## config.mk

```make
export PLATFORM = sky130hd
export DESIGN_NAME = stc_top
export DESIGN_NICKNAME = d
export VERILOG_FILES = /design/src/rtl/stc_pkg.sv /design/src/rtl/stc_top.sv /design/src/rtl/stc_rights_check.sv
export SDC_FILE = /design/constraint.sdc
export NUM_CORES = 1
export LEC_CHECK = 0
export BUFFER_PORTS_ARGS = -buffer_cell sky130_fd_sc_hd__buf_4
export CAP_MARGIN = 20
export CELL_PAD_IN_SITES_DETAIL_PLACEMENT = 2
export CELL_PAD_IN_SITES_GLOBAL_PLACEMENT = 2
export CORE_AREA = 2 2 69 137
export DETAILED_ROUTE_END_ITERATION = 10
export DIE_AREA = 0 0 71 139
export HOLD_SLACK_MARGIN = 0.06
export PLACE_DENSITY_LB_ADDON = 0.25
export SLEW_MARGIN = 30
export SYNTH_ARGS = -nofsm -noshare
export SYNTH_HDL_FRONTEND = slang
export SYNTH_SLANG_ARGS = --single-unit
```

## constraint.sdc

```tcl
create_clock -name clk_i -period 2.2 [get_ports clk_i]
set_input_delay 0.11 -clock clk_i [delete_from_list [all_inputs] [get_ports clk_i]]
set_output_delay 0.11 -clock clk_i [all_outputs]
set_load 0.01 [all_outputs]
```

## src/rtl/stc_pkg.sv

```systemverilog
// Package of constants and carrier types for the storage trap and cache check block.
package stc_pkg;

  // ****************************************************************
  // Geometry
  // ****************************************************************
  localparam int unsigned STC_LEAVES      = 32;        // Leaves per cache set, one per physical page.
  localparam int unsigned STC_LEAF_W      = 5;         // Width of a leaf index.
  localparam int unsigned STC_SEG_W       = 12;        // Segment number width.
  localparam int unsigned STC_PAGE_W      = 6;         // Page number width held in an entry.
  localparam int unsigned STC_PID_W       = 10;        // Process identifier width.
  localparam int unsigned STC_ADDR_W      = 16;        // Cache address register width.
  localparam int unsigned STC_EA_W        = 16;        // Effective address width.

  // ****************************************************************
  // Field positions and bounds
  // ****************************************************************
  localparam int unsigned STC_IOZ_LO      = 5;         // Lowest data bus high bit forced to zero.
  localparam int unsigned STC_IOZ_HI      = 14;        // Highest data bus high bit forced to zero.
  localparam int unsigned STC_LEAF_LO     = 2;         // Lowest operand address bit swapped for the leaf.
  localparam int unsigned STC_LEAF_HI     = 6;         // Highest operand address bit swapped for the leaf.
  localparam logic [15:0] STC_RF_TOP_V    = 16'h0007;  // Last register-file address in V mode.
  localparam logic [15:0] STC_RF_TOP_SR   = 16'h001F;  // Last register-file address in S or R mode.
  localparam logic [11:0] STC_PRIV_SEG    = 12'h800;   // First private segment, octal 4000.

  // ****************************************************************
  // Addressing modes and trap codes
  // ****************************************************************
  typedef enum logic [1:0] {
    STC_MODE_S = 2'b00,
    STC_MODE_R = 2'b01,
    STC_MODE_V = 2'b10,
    STC_MODE_I = 2'b11
  } stc_mode_t;

  typedef enum logic [1:0] {
    STC_TRAP_NONE = 2'b00,
    STC_TRAP_RFA  = 2'b01,
    STC_TRAP_MISS = 2'b10,
    STC_TRAP_ACV  = 2'b11
  } stc_trap_t;

  // ****************************************************************
  // Carriers
  // ****************************************************************
  // Access rights for one ring.
  typedef struct packed {
    logic exec;
    logic wr;
    logic rd;
  } stc_rights_t;

  // One translation entry as seen by the checker.
  typedef struct packed {
    logic                 valid;
    logic                 shared;
    logic [STC_SEG_W-1:0] seg;
    logic [STC_PAGE_W-1:0] page;
    logic [STC_PID_W-1:0] process_identifier;
    stc_rights_t          ring1;
    stc_rights_t          ring3;
  } stc_entry_t;

  // One storage reference request.
  typedef struct packed {
    logic                  valid;
    logic                  rd;
    logic                  wr;
    logic                  exec;
    logic [1:0]            ring;
    logic [STC_SEG_W-1:0]  seg;
    logic [STC_PAGE_W-1:0] page;
    logic [STC_EA_W-1:0]   ea;
  } stc_ref_t;

endpackage : stc_pkg

```

## src/rtl/stc_top.sv

```systemverilog
// Storage trap and cache check logic: shared misses, I/O addressing, DMA invalidate, traps.
//
// The address-and-strobe port and the address map were left to the implementer.
`timescale 1ns/1ps

// Summary of operation
// - Shared selected entry forces the next miss.
// - Shared bit follows entry, update writes it; checked unless misses suppressed.
// - Shared effect immediate, no data invalidation.
// - Each set holds 32 page leaves.
// - I/O request zeroes data bus bits 05-14.
// - Transfer code plus memory dest invalidates line.
// - Mapped I/O leaf bits replace address 02-06.
// - Priority: register-file, translation miss, violation.
// - Low register-file reads abort, load cache.
// - Loaded entry invalid, retry suppresses misses.
// - Segment or page mismatch raises translation miss.
// - Clear valid bit raises translation miss.
// - Process ID checked for private segments only.
// - Ring 1 and 3 rights; ring 0 granted.
// - Operation beyond rights raises violation.
// - Violation only on tag match.
module stc_top
  import stc_pkg::*;
#(
  parameter int unsigned LEAVES = stc_pkg::STC_LEAVES  // Leaves per cache set.
) (
  // Clock and reset.
  input  wire logic                  clk_i,
  input  wire logic                  sys_rst_i,
  // Microinstruction controls.
  input  wire logic                  io_zero_req_i,      // Auxiliary control asks for I/O address support.
  input  wire logic                  dmx_code_i,         // Direct memory transfer auxiliary code.
  input  wire logic                  mem_dest_i,         // Microinstruction has a memory destination.
  input  wire logic                  addr_low_dest_i,    // Copy-to-address-low destination.
  input  wire logic                  mapped_io_i,        // Mapped I/O operation in progress.
  input  wire logic                  load_addr_i,        // Load the cache address register.
  input  wire logic                  retry_i,            // Current microstep is a trap retry.
  input  stc_pkg::stc_mode_t         mode_i,             // Current addressing mode.
  input  wire logic [STC_PID_W-1:0]  process_identifier_i,
  // Data paths.
  input  wire logic [15:0]           data_bus_high_i,
  input  wire logic [STC_ADDR_W-1:0] operand_cache_address_low_i,
  input  wire logic [STC_LEAF_W-1:0] mapped_io_leaf_bits_i,
  // Translation buffer.
  input  wire logic                  tlb_update_i,       // Translation buffer written this cycle.
  input  wire logic                  tlb_update_shared_i,
  input  stc_pkg::stc_entry_t        tlb_entry_i,        // Selected entry, shared flag as read.
  input  wire logic                  tag_hit_i,          // Cache tag matched.
  // Reference.
  input  stc_pkg::stc_ref_t          ref_i,
  // Cache controls.
  output logic [STC_ADDR_W-1:0]      cache_address_register_o,
  output logic                       cache_miss_o,       // Reference misses.
  output logic                       invalidate_o,       // Invalidate line at the cache address.
  output logic                       rf_load_o,          // Load cache entry from register file.
  output logic                       rf_load_invalid_o,  // That loaded entry is marked invalid.
  output logic [STC_LEAF_W-1:0]      leaf_o,             // Leaf index of the current address.
  // Trap report.
  output stc_pkg::stc_trap_t         trap_o,
  output logic                       trap_valid_o
);

  // ****************************************************************
  // Local state
  // ****************************************************************
  logic [STC_ADDR_W-1:0] addr_q;        // Cache address register.
  logic [STC_ADDR_W-1:0] addr_d;        // Its next value.
  logic                  shared_q;      // Shared flag of the selected element.
  logic                  suppress_q;    // Misses held off for the retried microstep.
  logic [STC_ADDR_W-1:0] op_addr;       // Operand address after the leaf mux.
  logic [15:0]           bus_masked;    // Data bus high with I/O bits cleared.
  logic                  rf_hit;        // Register-file address detected.
  logic                  xlate_miss;    // Translation miss detected.
  logic                  acv_raw;       // Rights check result.
  logic                  acv;           // Violation qualified by tag match.
  logic                  seg_private;   // Segment lies in private space.
  stc_trap_t             trap_d;        // Prioritised trap.

  // ****************************************************************
  // Cache address path
  // ****************************************************************
  // Clearing the middle bits keeps I/O addresses in the low segments.
  always_comb begin
    bus_masked = data_bus_high_i;
    if (io_zero_req_i) begin
      bus_masked[STC_IOZ_HI:STC_IOZ_LO] = '0;
    end
  end

  // The leaf bits come from the I/O map so the page that the data really
  // lands in is the one invalidated, not the alias.
  always_comb begin
    op_addr = operand_cache_address_low_i;
    if (mapped_io_i) begin
      op_addr[STC_LEAF_HI:STC_LEAF_LO] = mapped_io_leaf_bits_i;
    end
  end

  // The address-low destination takes the muxed operand address; a plain load takes the bus.
  always_comb begin
    addr_d = addr_q;
    if (addr_low_dest_i) begin
      addr_d = op_addr;
    end else if (load_addr_i) begin
      addr_d = bus_masked;
    end
  end

  // Cache address register.
  always_ff @(posedge clk_i) begin
    if (sys_rst_i) begin
      addr_q <= '0;
    end else begin
      addr_q <= addr_d;
    end
  end

  assign cache_address_register_o = addr_q;
  // Each set is split into page-sized leaves indexed by these bits.
  assign leaf_o = addr_q[STC_LEAF_HI:STC_LEAF_LO];

  // ****************************************************************
  // Line invalidation for direct memory input
  // ****************************************************************
  // Registered so the line named by the address register is invalidated.
  always_ff @(posedge clk_i) begin
    if (sys_rst_i) begin
      invalidate_o <= 1'b0;
    end else begin
      invalidate_o <= dmx_code_i & mem_dest_i;
    end
  end

  // ****************************************************************
  // Shared flag and miss forcing
  // ****************************************************************
  // The flag follows the selected element each cycle, and an update
  // writes the new value straight in, so a change acts on the next reference.
  always_ff @(posedge clk_i) begin
    if (sys_rst_i) begin
      shared_q <= 1'b0;
    end else if (tlb_update_i) begin
      shared_q <= tlb_update_shared_i;
    end else begin
      shared_q <= tlb_entry_i.shared;
    end
  end

  // Tag match is overridden by the shared flag; cached data is left valid.
  always_comb begin
    if (suppress_q) begin
      cache_miss_o = 1'b0;
    end else begin
      cache_miss_o = ref_i.valid & (~tag_hit_i | shared_q);
    end
  end

  // ****************************************************************
  // Trap detection
  // ****************************************************************
  // Register-file addresses are never in I mode.
  always_comb begin
    unique case (mode_i)
      STC_MODE_V: rf_hit = ref_i.valid & ref_i.rd & (ref_i.ea <= STC_RF_TOP_V);
      STC_MODE_S,
      STC_MODE_R: rf_hit = ref_i.valid & ref_i.rd & (ref_i.ea <= STC_RF_TOP_SR);
      STC_MODE_I: rf_hit = 1'b0;
    endcase
  end

  assign seg_private = (ref_i.seg >= STC_PRIV_SEG);

  // Translation miss: tag mismatch, invalid entry, or private PROCESS_IDENTIFIER mismatch.
  always_comb begin
    xlate_miss = 1'b0;
    if ((ref_i.seg != tlb_entry_i.seg) || (ref_i.page != tlb_entry_i.page)) begin
      xlate_miss = 1'b1;
    end
    if (!tlb_entry_i.valid) begin
      xlate_miss = 1'b1;
    end
    if (seg_private && (tlb_entry_i.process_identifier != process_identifier_i)) begin
      xlate_miss = 1'b1;
    end
    xlate_miss = xlate_miss & ref_i.valid;
  end

  // Rights comparison lives in its own leaf.
  stc_rights_check u_rights (
    .rd_i        (ref_i.rd),
    .wr_i        (ref_i.wr),
    .exec_i      (ref_i.exec),
    .ring_i      (ref_i.ring),
    .ring1_i     (tlb_entry_i.ring1),
    .ring3_i     (tlb_entry_i.ring3),
    .violation_o (acv_raw)
  );

  // A violation without a tag match is meaningless and is dropped here.
  assign acv = ref_i.valid & acv_raw & ~xlate_miss;

  // Fixed priority encoder, one trap reported.
  always_comb begin
    if (rf_hit) begin
      trap_d = STC_TRAP_RFA;
    end else if (xlate_miss) begin
      trap_d = STC_TRAP_MISS;
    end else if (acv) begin
      trap_d = STC_TRAP_ACV;
    end else begin
      trap_d = STC_TRAP_NONE;
    end
  end

  // Trap report register.
  always_ff @(posedge clk_i) begin
    if (sys_rst_i) begin
      trap_o       <= STC_TRAP_NONE;
      trap_valid_o <= 1'b0;
    end else begin
      trap_o       <= trap_d;
      trap_valid_o <= (trap_d != STC_TRAP_NONE);
    end
  end

  // Register-file trap: load the entry invalid and hold off misses on retry.
  always_ff @(posedge clk_i) begin
    if (sys_rst_i) begin
      rf_load_o         <= 1'b0;
      rf_load_invalid_o <= 1'b0;
    end else begin
      rf_load_o         <= rf_hit;
      rf_load_invalid_o <= rf_hit;
    end
  end

  // Suppression arms on the trap and lasts through the retried microstep only.
  always_ff @(posedge clk_i) begin
    if (sys_rst_i) begin
      suppress_q <= 1'b0;
    end else if (rf_hit) begin
      suppress_q <= 1'b1;
    end else if (retry_i) begin
      suppress_q <= 1'b0;
    end
  end

  // ****************************************************************
  // Assertions
  // ****************************************************************
  property p_shared_miss;
    @(posedge clk_i) disable iff (sys_rst_i)
      (shared_q && ref_i.valid && !suppress_q) |-> cache_miss_o;
  endproperty
  a_shared_miss: assert property (p_shared_miss) else $error("Shared flag did not force a miss.");

  property p_shared_follow;
    @(posedge clk_i) disable iff (sys_rst_i)
      (!tlb_update_i) |=> (shared_q == $past(tlb_entry_i.shared));
  endproperty
  a_shared_follow: assert property (p_shared_follow) else $error("Shared flag did not follow entry.");

  property p_io_zero;
    @(posedge clk_i) disable iff (sys_rst_i)
      (io_zero_req_i && load_addr_i && !addr_low_dest_i) |=> (addr_q[14:5] == 10'h000);
  endproperty
  a_io_zero: assert property (p_io_zero) else $error("I/O bits not cleared.");

  property p_invalidate;
    @(posedge clk_i) disable iff (sys_rst_i)
      (dmx_code_i && mem_dest_i) |=> invalidate_o;
  endproperty
  a_invalidate: assert property (p_invalidate) else $error("Transfer did not invalidate.");

  property p_leaf_mux;
    @(posedge clk_i) disable iff (sys_rst_i)
      (mapped_io_i && addr_low_dest_i) |=> (leaf_o == $past(mapped_io_leaf_bits_i));
  endproperty
  a_leaf_mux: assert property (p_leaf_mux) else $error("Leaf bits not merged.");

  property p_prio;
    @(posedge clk_i) disable iff (sys_rst_i)
      (rf_hit && xlate_miss) |=> (trap_o == STC_TRAP_RFA);
  endproperty
  a_prio: assert property (p_prio) else $error("Wrong trap priority.");

  property p_invalid_miss;
    @(posedge clk_i) disable iff (sys_rst_i)
      (ref_i.valid && !tlb_entry_i.valid && !rf_hit) |=> (trap_o == STC_TRAP_MISS);
  endproperty
  a_invalid_miss: assert property (p_invalid_miss) else $error("Invalid entry not trapped.");

  property p_suppress;
    @(posedge clk_i) disable iff (sys_rst_i)
      rf_hit |=> (!cache_miss_o && rf_load_invalid_o);
  endproperty
  a_suppress: assert property (p_suppress) else $error("Retry misses not suppressed.");

  property p_ring0;
    @(posedge clk_i) disable iff (sys_rst_i)
      (ref_i.ring == 2'b00) |=> (trap_o != STC_TRAP_ACV);
  endproperty
  a_ring0: assert property (p_ring0) else $error("Ring 0 violation reported.");

  c_rf_trap: cover property (@(posedge clk_i) disable iff (sys_rst_i) rf_hit ##1 retry_i);
  c_shared:  cover property (@(posedge clk_i) disable iff (sys_rst_i) shared_q && tag_hit_i && ref_i.valid);
  c_acv:     cover property (@(posedge clk_i) disable iff (sys_rst_i) trap_d == STC_TRAP_ACV);
  c_dmx:     cover property (@(posedge clk_i) disable iff (sys_rst_i) dmx_code_i && addr_low_dest_i && mapped_io_i);

endmodule  // stc_top

```

## src/rtl/stc_rights_check.sv

```systemverilog
// Ring-based access rights checker for one reference.
`timescale 1ns/1ps
module stc_rights_check
  import stc_pkg::*;
(
  // Reference and rights.
  input  wire logic        rd_i,
  input  wire logic        wr_i,
  input  wire logic        exec_i,
  input  wire logic [1:0]  ring_i,
  input  stc_pkg::stc_rights_t ring1_i,
  input  stc_pkg::stc_rights_t ring3_i,
  // Result.
  output logic             violation_o
);

  // ****************************************************************
  // Rights selection and compare
  // ****************************************************************
  stc_rights_t sel;  // Rights of the referencing ring.

  // Ring 0 is always granted; ring 1 and ring 3 use their own fields.
  always_comb begin
    sel = ring3_i;
    if (ring_i == 2'b01) begin
      sel = ring1_i;
    end
    if (ring_i == 2'b00) begin
      violation_o = 1'b0;
    end else begin
      // Any requested operation absent from the rights is a violation.
      violation_o = (rd_i & ~sel.rd) | (wr_i & ~sel.wr) | (exec_i & ~sel.exec);
    end
  end

endmodule  // stc_rights_check

```

# ---- Word-level counts from Yosys, hierarchy flattened
# Index checks and enable logic that the tools add are counted.
dict set report totals {
  reg_bits 23
  inputBits 137
  out_inout_bits 28
}
dict set report classes {
  eq_ne 7
  n_mux 17
  n_reduce_logical 8
  order_cmp 3
  n_bitwise 19
}
# op count
set ops {}
lappend ops {{two-way mux 16 bit} 2}
lappend ops {{less-or-equal comparator 16 x 3 -> 1 bit, second input constant} 1}
lappend ops {{less-or-equal comparator 16 x 5 -> 1 bit, second input constant} 1}
lappend ops {{>= comparator 12 bit, second input constant} 1}
lappend ops {{!= test 12 bit} 1}
lappend ops {{AND 1 bit} 11}
lappend ops {{two-way mux 10 bit} 1}
lappend ops {{!= test 10 bit} 1}
lappend ops {{two-way mux 1 bit} 8}
lappend ops {{two-way mux 2 bit} 3}
lappend ops {{!= test 6 bit} 1}
lappend ops {{nonzero test 2 bit} 3}
lappend ops {{two-way mux 5 bit} 1}
lappend ops {{NOT 1 bit} 5}
lappend ops {{== test 2 x 1 -> 1 bit, second input constant} 2}
lappend ops {{== test 2 bit, second input constant} 2}
lappend ops {{logical NOT 2 bit} 2}
lappend ops {{two-way mux 3 bit} 1}
lappend ops {{bitwise OR 1 bit} 3}
lappend ops {{case mux 1 bit (3 select lines)} 1}
lappend ops {{OR reduction 2 bit} 1}
lappend ops {{logical AND 1 bit} 1}
lappend ops {{logical OR 1 bit} 1}

# ---- Depth between registers and ports, before layout
# Gate-level depths: netlist of run 1.
dict set report logic_depth {
  ltp_word 13
  depth_mapped 6
  ltp_nobuf 5
}

# ---- By module
# A second synthesis of run 1 with hierarchy kept.
dict set report unflattened {
  cells_unflattened 183
  area_unflattened_um2 1520.2
}
# module area_per_inst_um2 n_inst cells_each
set modules_own_cells {}
lappend modules_own_cells {stc_top 1460.2 1 173}
lappend modules_own_cells {stc_rights_check 60.1 1 10}

# ---- Worst setup path after synthesis of run 1
# No wires, ideal clock.
dict set report synth_path {
  kind {input to register}
  start {input port ref_i[34] (netlist name)}
  end {register trap_valid_o}
  setup_slack_ns 1.072
  arrival_time_ns 1.005
  required_time_ns 2.077
  cell_stages 5
  path_cell_list {nor2b_1 > a22o_1 > a222oi_1 > and4_2 > a21oi_1}
}
dict set report synth_between {
  elab_chain_len 13
}
# item line_no
set synth_rtl {}
lappend synth_rtl {{start, declared} stc_top.sv:51} ;# input stc_pkg::stc_ref_t ref_i,
lappend synth_rtl {{== test 2 x 1 -> 1 bit} stc_rights_check.sv:25} ;# if (ring_i == 2'b01) begin
lappend synth_rtl {{two-way mux 3 bit} stc_rights_check.sv:25}
lappend synth_rtl {{NOT 1 bit} stc_rights_check.sv:32} ;# violation_o = (rd_i & ~sel.rd) | (wr_i & ~sel.wr) | (exec_i & ~sel.exec);
lappend synth_rtl {{AND 1 bit} stc_rights_check.sv:32}
lappend synth_rtl {{bitwise OR 1 bit (2 in a row)} stc_rights_check.sv:32}
lappend synth_rtl {{two-way mux 1 bit *} stc_rights_check.sv:28} ;# if (ring_i == 2'b00) begin
lappend synth_rtl {{AND 1 bit * (2 in a row)} stc_top.sv:201} ;# assign acv = ref_i.valid & acv_raw & ~xlate_miss;
lappend synth_rtl {{two-way mux 2 bit *} stc_top.sv:209} ;# end else if (acv) begin
lappend synth_rtl {{two-way mux 2 bit *} stc_top.sv:207} ;# end else if (xlate_miss) begin
lappend synth_rtl {{two-way mux 2 bit *} stc_top.sv:205} ;# if (rf_hit) begin
lappend synth_rtl {{nonzero test 2 bit *} stc_top.sv:223} ;# trap_valid_o <= (trap_d != STC_TRAP_NONE);
lappend synth_rtl {{end signal, assigned} stc_top.sv:223}
lappend synth_rtl {{end, declared} stc_top.sv:61} ;# output logic trap_valid_o
# Mark *: on every way between the ends. The rest lies on a longest branch, timed or not.
# A chain may end at the register's enable or synchronous reset.

# ---- Worst setup path in the final report of run 1
# Ends and elaborated chain as after synthesis.

==> qor.txt, run 1 <==
Min-Delay Path Class: input port to flip-flop
number of global-route vias before repair: 2,191
area growth from synthesis to layout: 90.79%
skew final: 0 ns
worst relative slew slack: 0.7291
Cell Area, Synth: 1480 um2
CTS tree: built
first-pass GRT wire length: 10.17 mm
Mapped Cells: 180
clk_lat worst skew: 0.26 ns
initial antenna violation count: 0
post-synth cell types: 31
Final Hold Viols: 0
Post-synth top flop: dfxtp_1
Slew Limit Fails: 0
leak pwr: 1.310 nW
dpl cells: 428
Fmax: 870.2 MHz
H-tree levels: 1
Site Rows: 49
final cell count without fillers: 433
RSZ-0062 raised after global routing: no
Post-CTS Repair Setup Buffers: 0
die height: 139 um
detailed router's first-iteration violation count: 34
Worst EP required: 2.34 ns
Setup violations, final: 0
fin area: 2824 um2
post-layout min period: 1.149 ns
most common cell after layout, fill and taps aside: buf_4
Seq/Total Area, Yosys: 0.3111
Detailed Place HPWL: 5.715 mm
drt wl/cell: 15.05 um
die area: 9869 um2
Final Util: 0.3177
worst slack at placement: 0.7433 ns
GR Overflow Total: 0
Crit Path Class: input port to flip-flop
Final Cycle Share: 0.5223
# diodes: 0
outcome: complete, no violations
PortBufs: 161
largest area contributor in the netlist: dfxtp_1
Setup crit end kind: flip-flop
worst setup slack after layout: 1.051 ns
average size of a mapped cell: 8.223 um2
share of layout cells above drive strength 1: 0.5015
DRT Pass-1 Iters: 4
CTS buffer count: 3
Clock Tree Buf Depth: 2
CP startpoint kind: input port
Yosys warning count: 0
RD Place Congestion: 0.6725
EDFF count, synth: 0
setup TNS: 0 ns
IO Pins: 165
post-synth top area share: 0.3111
most frequent cells in the layout: buf_4 (161), xnor2_1 (26), dfxtp_1 (23)
syn nets: 317
Async SR Flop Fraction: 0
VDD IR max: 0.2398 mV
CTS Hold Bufs: 1
Global Route Usage Sum: 0.1325
Sink Count: 23
clock transition at the registers of the reported paths: 0.06 ns
CP Data Arrival Time: 1.29 ns
DRC: 0
Core Box Area: 8890 um2
nets: 469
final wirelength: 6.517 mm
Area after DPL: 2735 um2
crit path max fanout: 2
root buffer cell: clkbuf_16
Starting Density: 0.1665
die span in x: 71 um
detailed-route via count: 1,937
Post-DRT Antenna Nets: 0
Post-CTS Resized: 0
Vias/cell: 4.473
hold slack: 0.06924 ns
Pwr Density: 446.4 nW/um2
top area cells in the synthesized netlist: dfxtp_1 (31%), xnor2_1 (15%), a21oi_1 (7.1%), mux2i_1 (6.1%), nor2_1 (4.8%)
Yosys reg bits: 23
total power: 1.261 mW
Worst Tran Pin Value: 0.4063 ns
largest net degree at the start of global routing: 33
MaxCap Viol Count: 0
[power by group]
group,switching [mW],internal [mW]
registers,0.0119,0.440
logic,0.149,0.260
clock network,0.152,0.248
[layout make-up]
class,count,area (um2)
multi-input cells,137,919.6
inverters,5,18.77
fillers,1051,6066
repair buffers,162,1219
well taps,102,127.6
flip-flops and latches,23,460.4
clock buffers,4,78.83
[worst max-delay path, stage by stage]
cell and delay, ns:
buf_4 0.11, nor2b_1 0.13, a22o_1 0.20, a222oi_1 0.35, and4_2 0.32, a21oi_1 0.07
[final timing paths]
kind                                from                          end  slack (ns)  cells after the start
max                            ref_i[34]                 trap_valid_o        1.05                      6
min                           dmx_code_i                 invalidate_o        0.07                      3
max reg2reg  cache_address_register_o[5]  cache_address_register_o[5]        1.27                      3
min reg2reg                   suppress_q                   suppress_q        0.50                      2
[layer usage]
metal  wire [um]  GRT usage  up-vias
met5           0          0        -
met2        3953     0.2755      110
met4          93    0.04469        0
met1        1885     0.1117      888
li1            -          -      934
met3         585    0.03779        5
[flip-flops by register name, indices dropped and copies added (netlist names)]
signal                    count
shared_q                      1
cache_address_register_o     16
invalidate_o                  1
rf_load_invalid_o             1
trap_o                        2
trap_valid_o                  1
suppress_q                    1
[cell usage after synthesis (all sizes together) (2+ instances only)]
master and n:
a211oi 8, a21oi 21, a311oi 2, buf 8
clkbuf 7, dfxtp 23, inv 4, mux2i 9
nand2b 10, nand3 10, nand4 6, nor2 19
nor2b 7, nor3 2, nor3b 2, o22ai 2
xnor2 26, xor2 2
[logic make-up after synthesis]
| kind of cell | synth area share |
|---|---|
| AOI/OAI and AO/OA | 0.1665 |
| DFF | 0.3111 |
| and+or+nand+nor | 0.2282 |
| xor gates and xnor gates | 0.1657 |
| muxes | 0.06086 |
| buffers and inverters | 0.06762 |
(Power assumes the default switching activity.)
==> inputs of run 2 (changes only) <==
CORE_AREA = 2 2 76 151   (was 2 2 69 137)
DIE_AREA = 0 0 78 153   (was 0 0 71 139)
clock period = 0.9 ns   (was 2.2 ns; I/O delays follow)
==> run 2 against run 1 <==
  * The flow now finishes with violations (negative setup slack)
  * Flip-flop and latch count stayed put
  * Worst hold slack better by 0.013 ns
  * Register-to-register slack got worse by 1.3 ns
  * Non-clock buffer count up 26
  * Core utilization down 1.3 points
  * Global-route usage shrank 0.63 points
  * Clock skew is the same
  * Sequential share of layout area shrank 2.1 points
  * Cell count grew 15%
==> qor.txt, run 2 (synthesis gave the netlist of run 1 again) <==
Global Route Usage Sum: 0.1262
outcome: complete, but fails checks
Sink Count: 23
Fmax: 1020 MHz
detailed-route via count: 2,067
leak pwr: 1.501 nW
number of flip-flops in the largest register: 16
CP Data Arrival Time: 0.94 ns
CTS tree: built
root buffer cell: clkbuf_16
Critical Path Source: shared_q
Clock Tree Buf Depth: 2
largest net degree at the start of global routing: 33
first-pass GRT wire length: 11.67 mm
hold slack: 0.08267 ns
reg-to-reg endpoint: cache_address_register_o[5]
Min-Delay Path Class: input port to flip-flop
setup TNS: -0.2398 ns
Site Rows: 54
detailed router's first-iteration violation count: 45
Post-DRT Antenna Nets: 0
Slew Limit Fails: 0
H-tree levels: 1
number of global-route vias before repair: 2,414
final wirelength: 7.656 mm
Setup violations, final: 4
Starting Density: 0.1369
drt wl/cell: 15.40 um
crit path to: cache_miss_o
GR Overflow Total: 0
DRT Pass-1 Iters: 6
VDD IR max: 0.6084 mV
post-layout min period: 0.9805 ns
total power: 3.335 mW
Top Usage Layer GRT: met2
grt met3 use: 0.02774
die span in x: 78 um
Core Box Area: 10,810 um2
DRC: 0
Final Hold Viols: 0
skew final: 0 ns
R2R setup slack: 0.01 ns
most frequent cells in the layout: buf_4 (157), a21oi_1 (20), nor2_1 (19), xnor2_1 (19), dfxtp_1 (18)
dpl cells: 477
clk_lat worst skew: 0.26 ns
met1 Use GR: 0.09946
Worst Tran Pin Value: 0.3627 ns
RSZ-0062 raised after global routing: yes
Pwr Density: 1014 nW/um2
GR Util met2: 0.2775
RD Place Congestion: 0.7189
Vias/cell: 4.159
Detailed Place HPWL: 6.473 mm
final cell count without fillers: 497
share of layout cells above drive strength 1: 0.5742
fin area: 3289 um2
Critical R2R Launch: cache_address_register_o[5]
Area after DPL: 2895 um2
PortBufs: 161
Worst EP required: 0.85 ns
CP startpoint kind: flip-flop
clock transition at the registers of the reported paths: 0.06 ns
worst setup slack after layout: -0.08052 ns
die height: 153 um
most common cell after layout, fill and taps aside: buf_4
failing checks: negative setup slack
nets: 495
MaxCap Viol Count: 0
CTS buffer count: 3
FF-to-FF path depth: 3
worst relative slew slack: 0.7582
Setup crit end kind: output pin
Final Cycle Share: 1.089
area growth from synthesis to layout: 122.2%
Crit Path Class: flip-flop to output pin
IO Pins: 165
initial antenna violation count: 0
crit path max fanout: 1
# diodes: 0
die area: 11,930 um2
[run 2: cell count changes in the layout (fill, tap and decap cells not counted), moves of 5 or more]
cell | before | now
buf_6 | 0 | 15
dfxtp_1 | 23 | 18
dfxtp_2 | 0 | 5
dlygate4sd3_1 | 1 | 16
xnor2_1 | 26 | 19
xnor2_2 | 0 | 7
[run 2: timing repair]
item                                    in CTS  in global routing
hold buffers                                16                  0
buffers inserted                             0                  0
pin swaps                                    5                  6
resized for setup                           15                 24
hold endpoints to repair                    14                  0
cloned                                       0                  0
endpoints found under the setup margin      10                 15
[run 2: power by group]
part           internal, mW  total [mW]  switching [mW]
combinational         0.775        1.21           0.435
sequential             1.08        1.11          0.0280
clock                 0.600        1.02           0.419
total                  2.45        3.34           0.882
[run 2: layout make-up]
type | instances | area (um2)
fillers | 1260 | 7521
well taps | 140 | 175.2
multi-input cells | 137 | 1041
clock buffers | 3 | 75.07
clock inverters | 1 | 5.005
inverters | 5 | 18.77
flip-flops and latches | 23 | 466.7
repair buffers | 188 | 1508
[run 2: worst min path at each step]
| stage | start | endpoint | slack (ns) | cells after the start |
|---|---|---|---|---|
| final | tlb_update_i | shared_q | 0.08 | 3 |
| after global routing | tlb_update_i | shared_q | 0.1 | 3 |
| after CTS | tlb_update_i | shared_q | 0.07 | 3 |
| after detailed placement | mem_dest_i | invalidate_o | 0.28 | 3 |
| after global placement | mem_dest_i | invalidate_o | 0.27 | 3 |
| after floorplan | sys_rst_i | cache_address_register_o[2] | 0.12 | 1 |
[run 2: stage by stage]
stage	setup slack [ns]	util
finish	-0.08052	0.3043
global route	-0.1349	0.3043
CTS	-0.1174	0.2964
detailed placement	-0.4113	0.2678
global placement	-0.3803	0.2678
floorplan	-0.09904	-
[run 2: metal layers]
| layer | vias up | part of all wire |
|---|---|---|
| met5 | - | 0 |
| met4 | 0 | 0.021 |
| met3 | 9 | 0.072 |
| met2 | 104 | 0.63 |
| met1 | 973 | 0.28 |
| li1 | 981 | - |
[run 2: worst max-delay path, cell delays in order, from the launching register on]
cell	delay (ns)
dfxtp_1	0.31
nor2b_1	0.05
nor3b_2	0.17
buf_4	0.14
==> inputs of run 3 (changes only) <==
==> constraint.sdc (replaced) <==
create_clock -name clk_i -period 0.9 [get_ports clk_i]
set_input_delay 0 -clock clk_i [delete_from_list [all_inputs] [get_ports clk_i]]
set_output_delay 0 -clock clk_i [all_outputs]
set_load 0.01 [all_outputs]
==> run 3 against run 2 <==
  * The flow still finishes with violations (negative setup slack)
  * Sequential share of layout area about the same
  * Cell count grew 0.40%
  * Die area is the same
==> qor.txt, run 3 (synthesis gave the netlist of run 1 again) <==
outcome: complete, but fails checks
failing checks: negative setup slack
nets: 497
worst relative slew slack: 0.7600
P_int: 2.446 mW
die span in x: 78 um
Psw: 0.8650 mW
IO Pins: 165
leak pwr: 1.507 nW
Detailed Place HPWL: 6.202 mm
Starting Density: 0.1369
setup TNS: -0.1132 ns
# diodes: 0
root buffer cell: clkbuf_16
Critical R2R Launch: cache_address_register_o[5]
skew final: 0 ns
CTS buffer count: 3
Setup crit end kind: output pin
Core Box Area: 10,810 um2
Global Route Usage Sum: 0.1218
Pwr Density: 1010 nW/um2
MaxCap Viol Count: 0
Hold Crit Start: ref_i[9]
detailed router's first-iteration violation count: 17
PortBufs: 161
Switching Fraction: 0.2612
Sink Count: 23
Post-DRT Antenna Nets: 0
RD Place Congestion: 0.7225
share of layout cells above drive strength 1: 0.5682
DRC: 0
Final Cycle Share: 1.036
RSZ-0062 raised after global routing: yes
Clock Tree Buf Depth: 2
detailed-route via count: 2,040
reg-to-reg endpoint: cache_address_register_o[5]
CP startpoint kind: flip-flop
number of flip-flops in the largest register: 16
clock network fraction of total power: 0.307
Min-Delay Path Class: input port to flip-flop
Fmax: 1073 MHz
most frequent cells in the layout: buf_4 (166), a21oi_1 (20), dfxtp_1 (20)
VDD IR max: 0.6169 mV
DRT Pass-1 Iters: 4
die height: 153 um
clock transition at the registers of the reported paths: 0.07 ns
Seq pwr share: 0.333
largest net degree at the start of global routing: 33
initial antenna violation count: 0
FF-to-FF path depth: 3
Crit Path Class: flip-flop to output pin
CP Data Arrival Time: 0.93 ns
crit path max fanout: 1
clk_lat worst skew: 0.26 ns
Vias/cell: 4.088
number of global-route vias before repair: 2,345
worst setup slack after layout: -0.03195 ns
CTS tree: built
Gate power share: 0.361
H-tree levels: 1
Site Rows: 54
final wirelength: 7.403 mm
first-pass GRT wire length: 11.31 mm
GR Overflow Total: 0
Setup violations, final: 4
Worst EP required: 0.90 ns
die area: 11,930 um2
area growth from synthesis to layout: 121.6%
total power: 3.311 mW
Worst Tran Pin Value: 0.3600 ns
worst hold endpoint: rf_load_invalid_o
Min-Delay Path Depth: 4
most common cell after layout, fill and taps aside: buf_4
Slew Limit Fails: 0
post-layout min period: 0.9320 ns
drt wl/cell: 14.84 um
R2R setup slack: 0.02 ns
Final Hold Viols: 0
Filler Cell Count: 1,269
-- run 3: cell count changes in the layout (fill, tap and decap cells not counted), moves of 2 or more --
cell	delta
buf_4	+9
buf_6	-8
dfxtp_1	+2
dfxtp_2	-2
nor2b_1	-2
-- run 3: critical path, cell delays in order, from the launching register on --
cell and delay (ns):
dfxtp_2 0.32, nor2b_2 0.04, nor3b_2 0.17, buf_4 0.14
-- run 3: how the worst max path moves through the flow --
stage,start,endpoint,slack [ns]
6_report,shared_q,cache_miss_o,-0.03
5_1_grt,shared_q,cache_miss_o,-0.09
4_1_cts,shared_q,cache_miss_o,-0.07
3_5_place_dp,process_identifier_i[3],trap_valid_o,-0.38
3_3_place_gp,ref_i[34],trap_valid_o,-0.35
2_1_floorplan,process_identifier_i[3],trap_valid_o,-0.05
-- run 3: stage by stage --
step                      cells  worst slack [ns]    util  cell area (um2)  hold WS [ns]
after global placement      476           -0.3529  0.2671             2888        0.2179
after floorplan             180          -0.05404       -             1510       0.07276
after CTS                   498          -0.06704  0.2973             3214       0.07395
final                       499          -0.03195  0.3034             3279       0.08956
after detailed placement    476           -0.3836  0.2671             2888        0.2342
after global routing        499          -0.08613  0.3034             3279        0.1009
-- run 3: per-layer routing --
layer  wire length [um]  vias up  part of all wire  GRT usage
li1                   -      984                 -          -
met1               2008      957              0.27    0.09612
met2               4803       97              0.65     0.2726
met3                529        2             0.071    0.02479
met4                 62        0            0.0084    0.03509
met5                  0        -                 0          0
-- run 3: power by group through the flow --
stage,clock [mW],sequential (mW),combinational (mW)
global placement,0,1.12,1.06
finish,1.02,1.10,1.19
detailed placement,0,1.13,1.09
floorplan,0,1.15,0.371
global route,1.10,1.11,1.30
CTS,1.09,1.10,1.19
-- run 3: final cells by class --
class,count,area [um2],share of cell area
sequential,23,464.2,0.1415
tap,140,175.2,0.05341
timing repair buffer,190,1495,0.4559
inverter,5,18.77,0.005723
multi-input combinational,137,1046,0.3190
clock inverter,1,5.005,0.001526
clock buffer,3,75.07,0.02289
-- run 3: timing repair --
action | in CTS | in global routing
endpoints found under the setup margin | 7 | 9
pin swaps | 6 | 7
endpoints found under the hold margin | 14 | 0
hold buffers | 17 | 0
resized for setup | 14 | 15
buffers inserted | 1 | 1
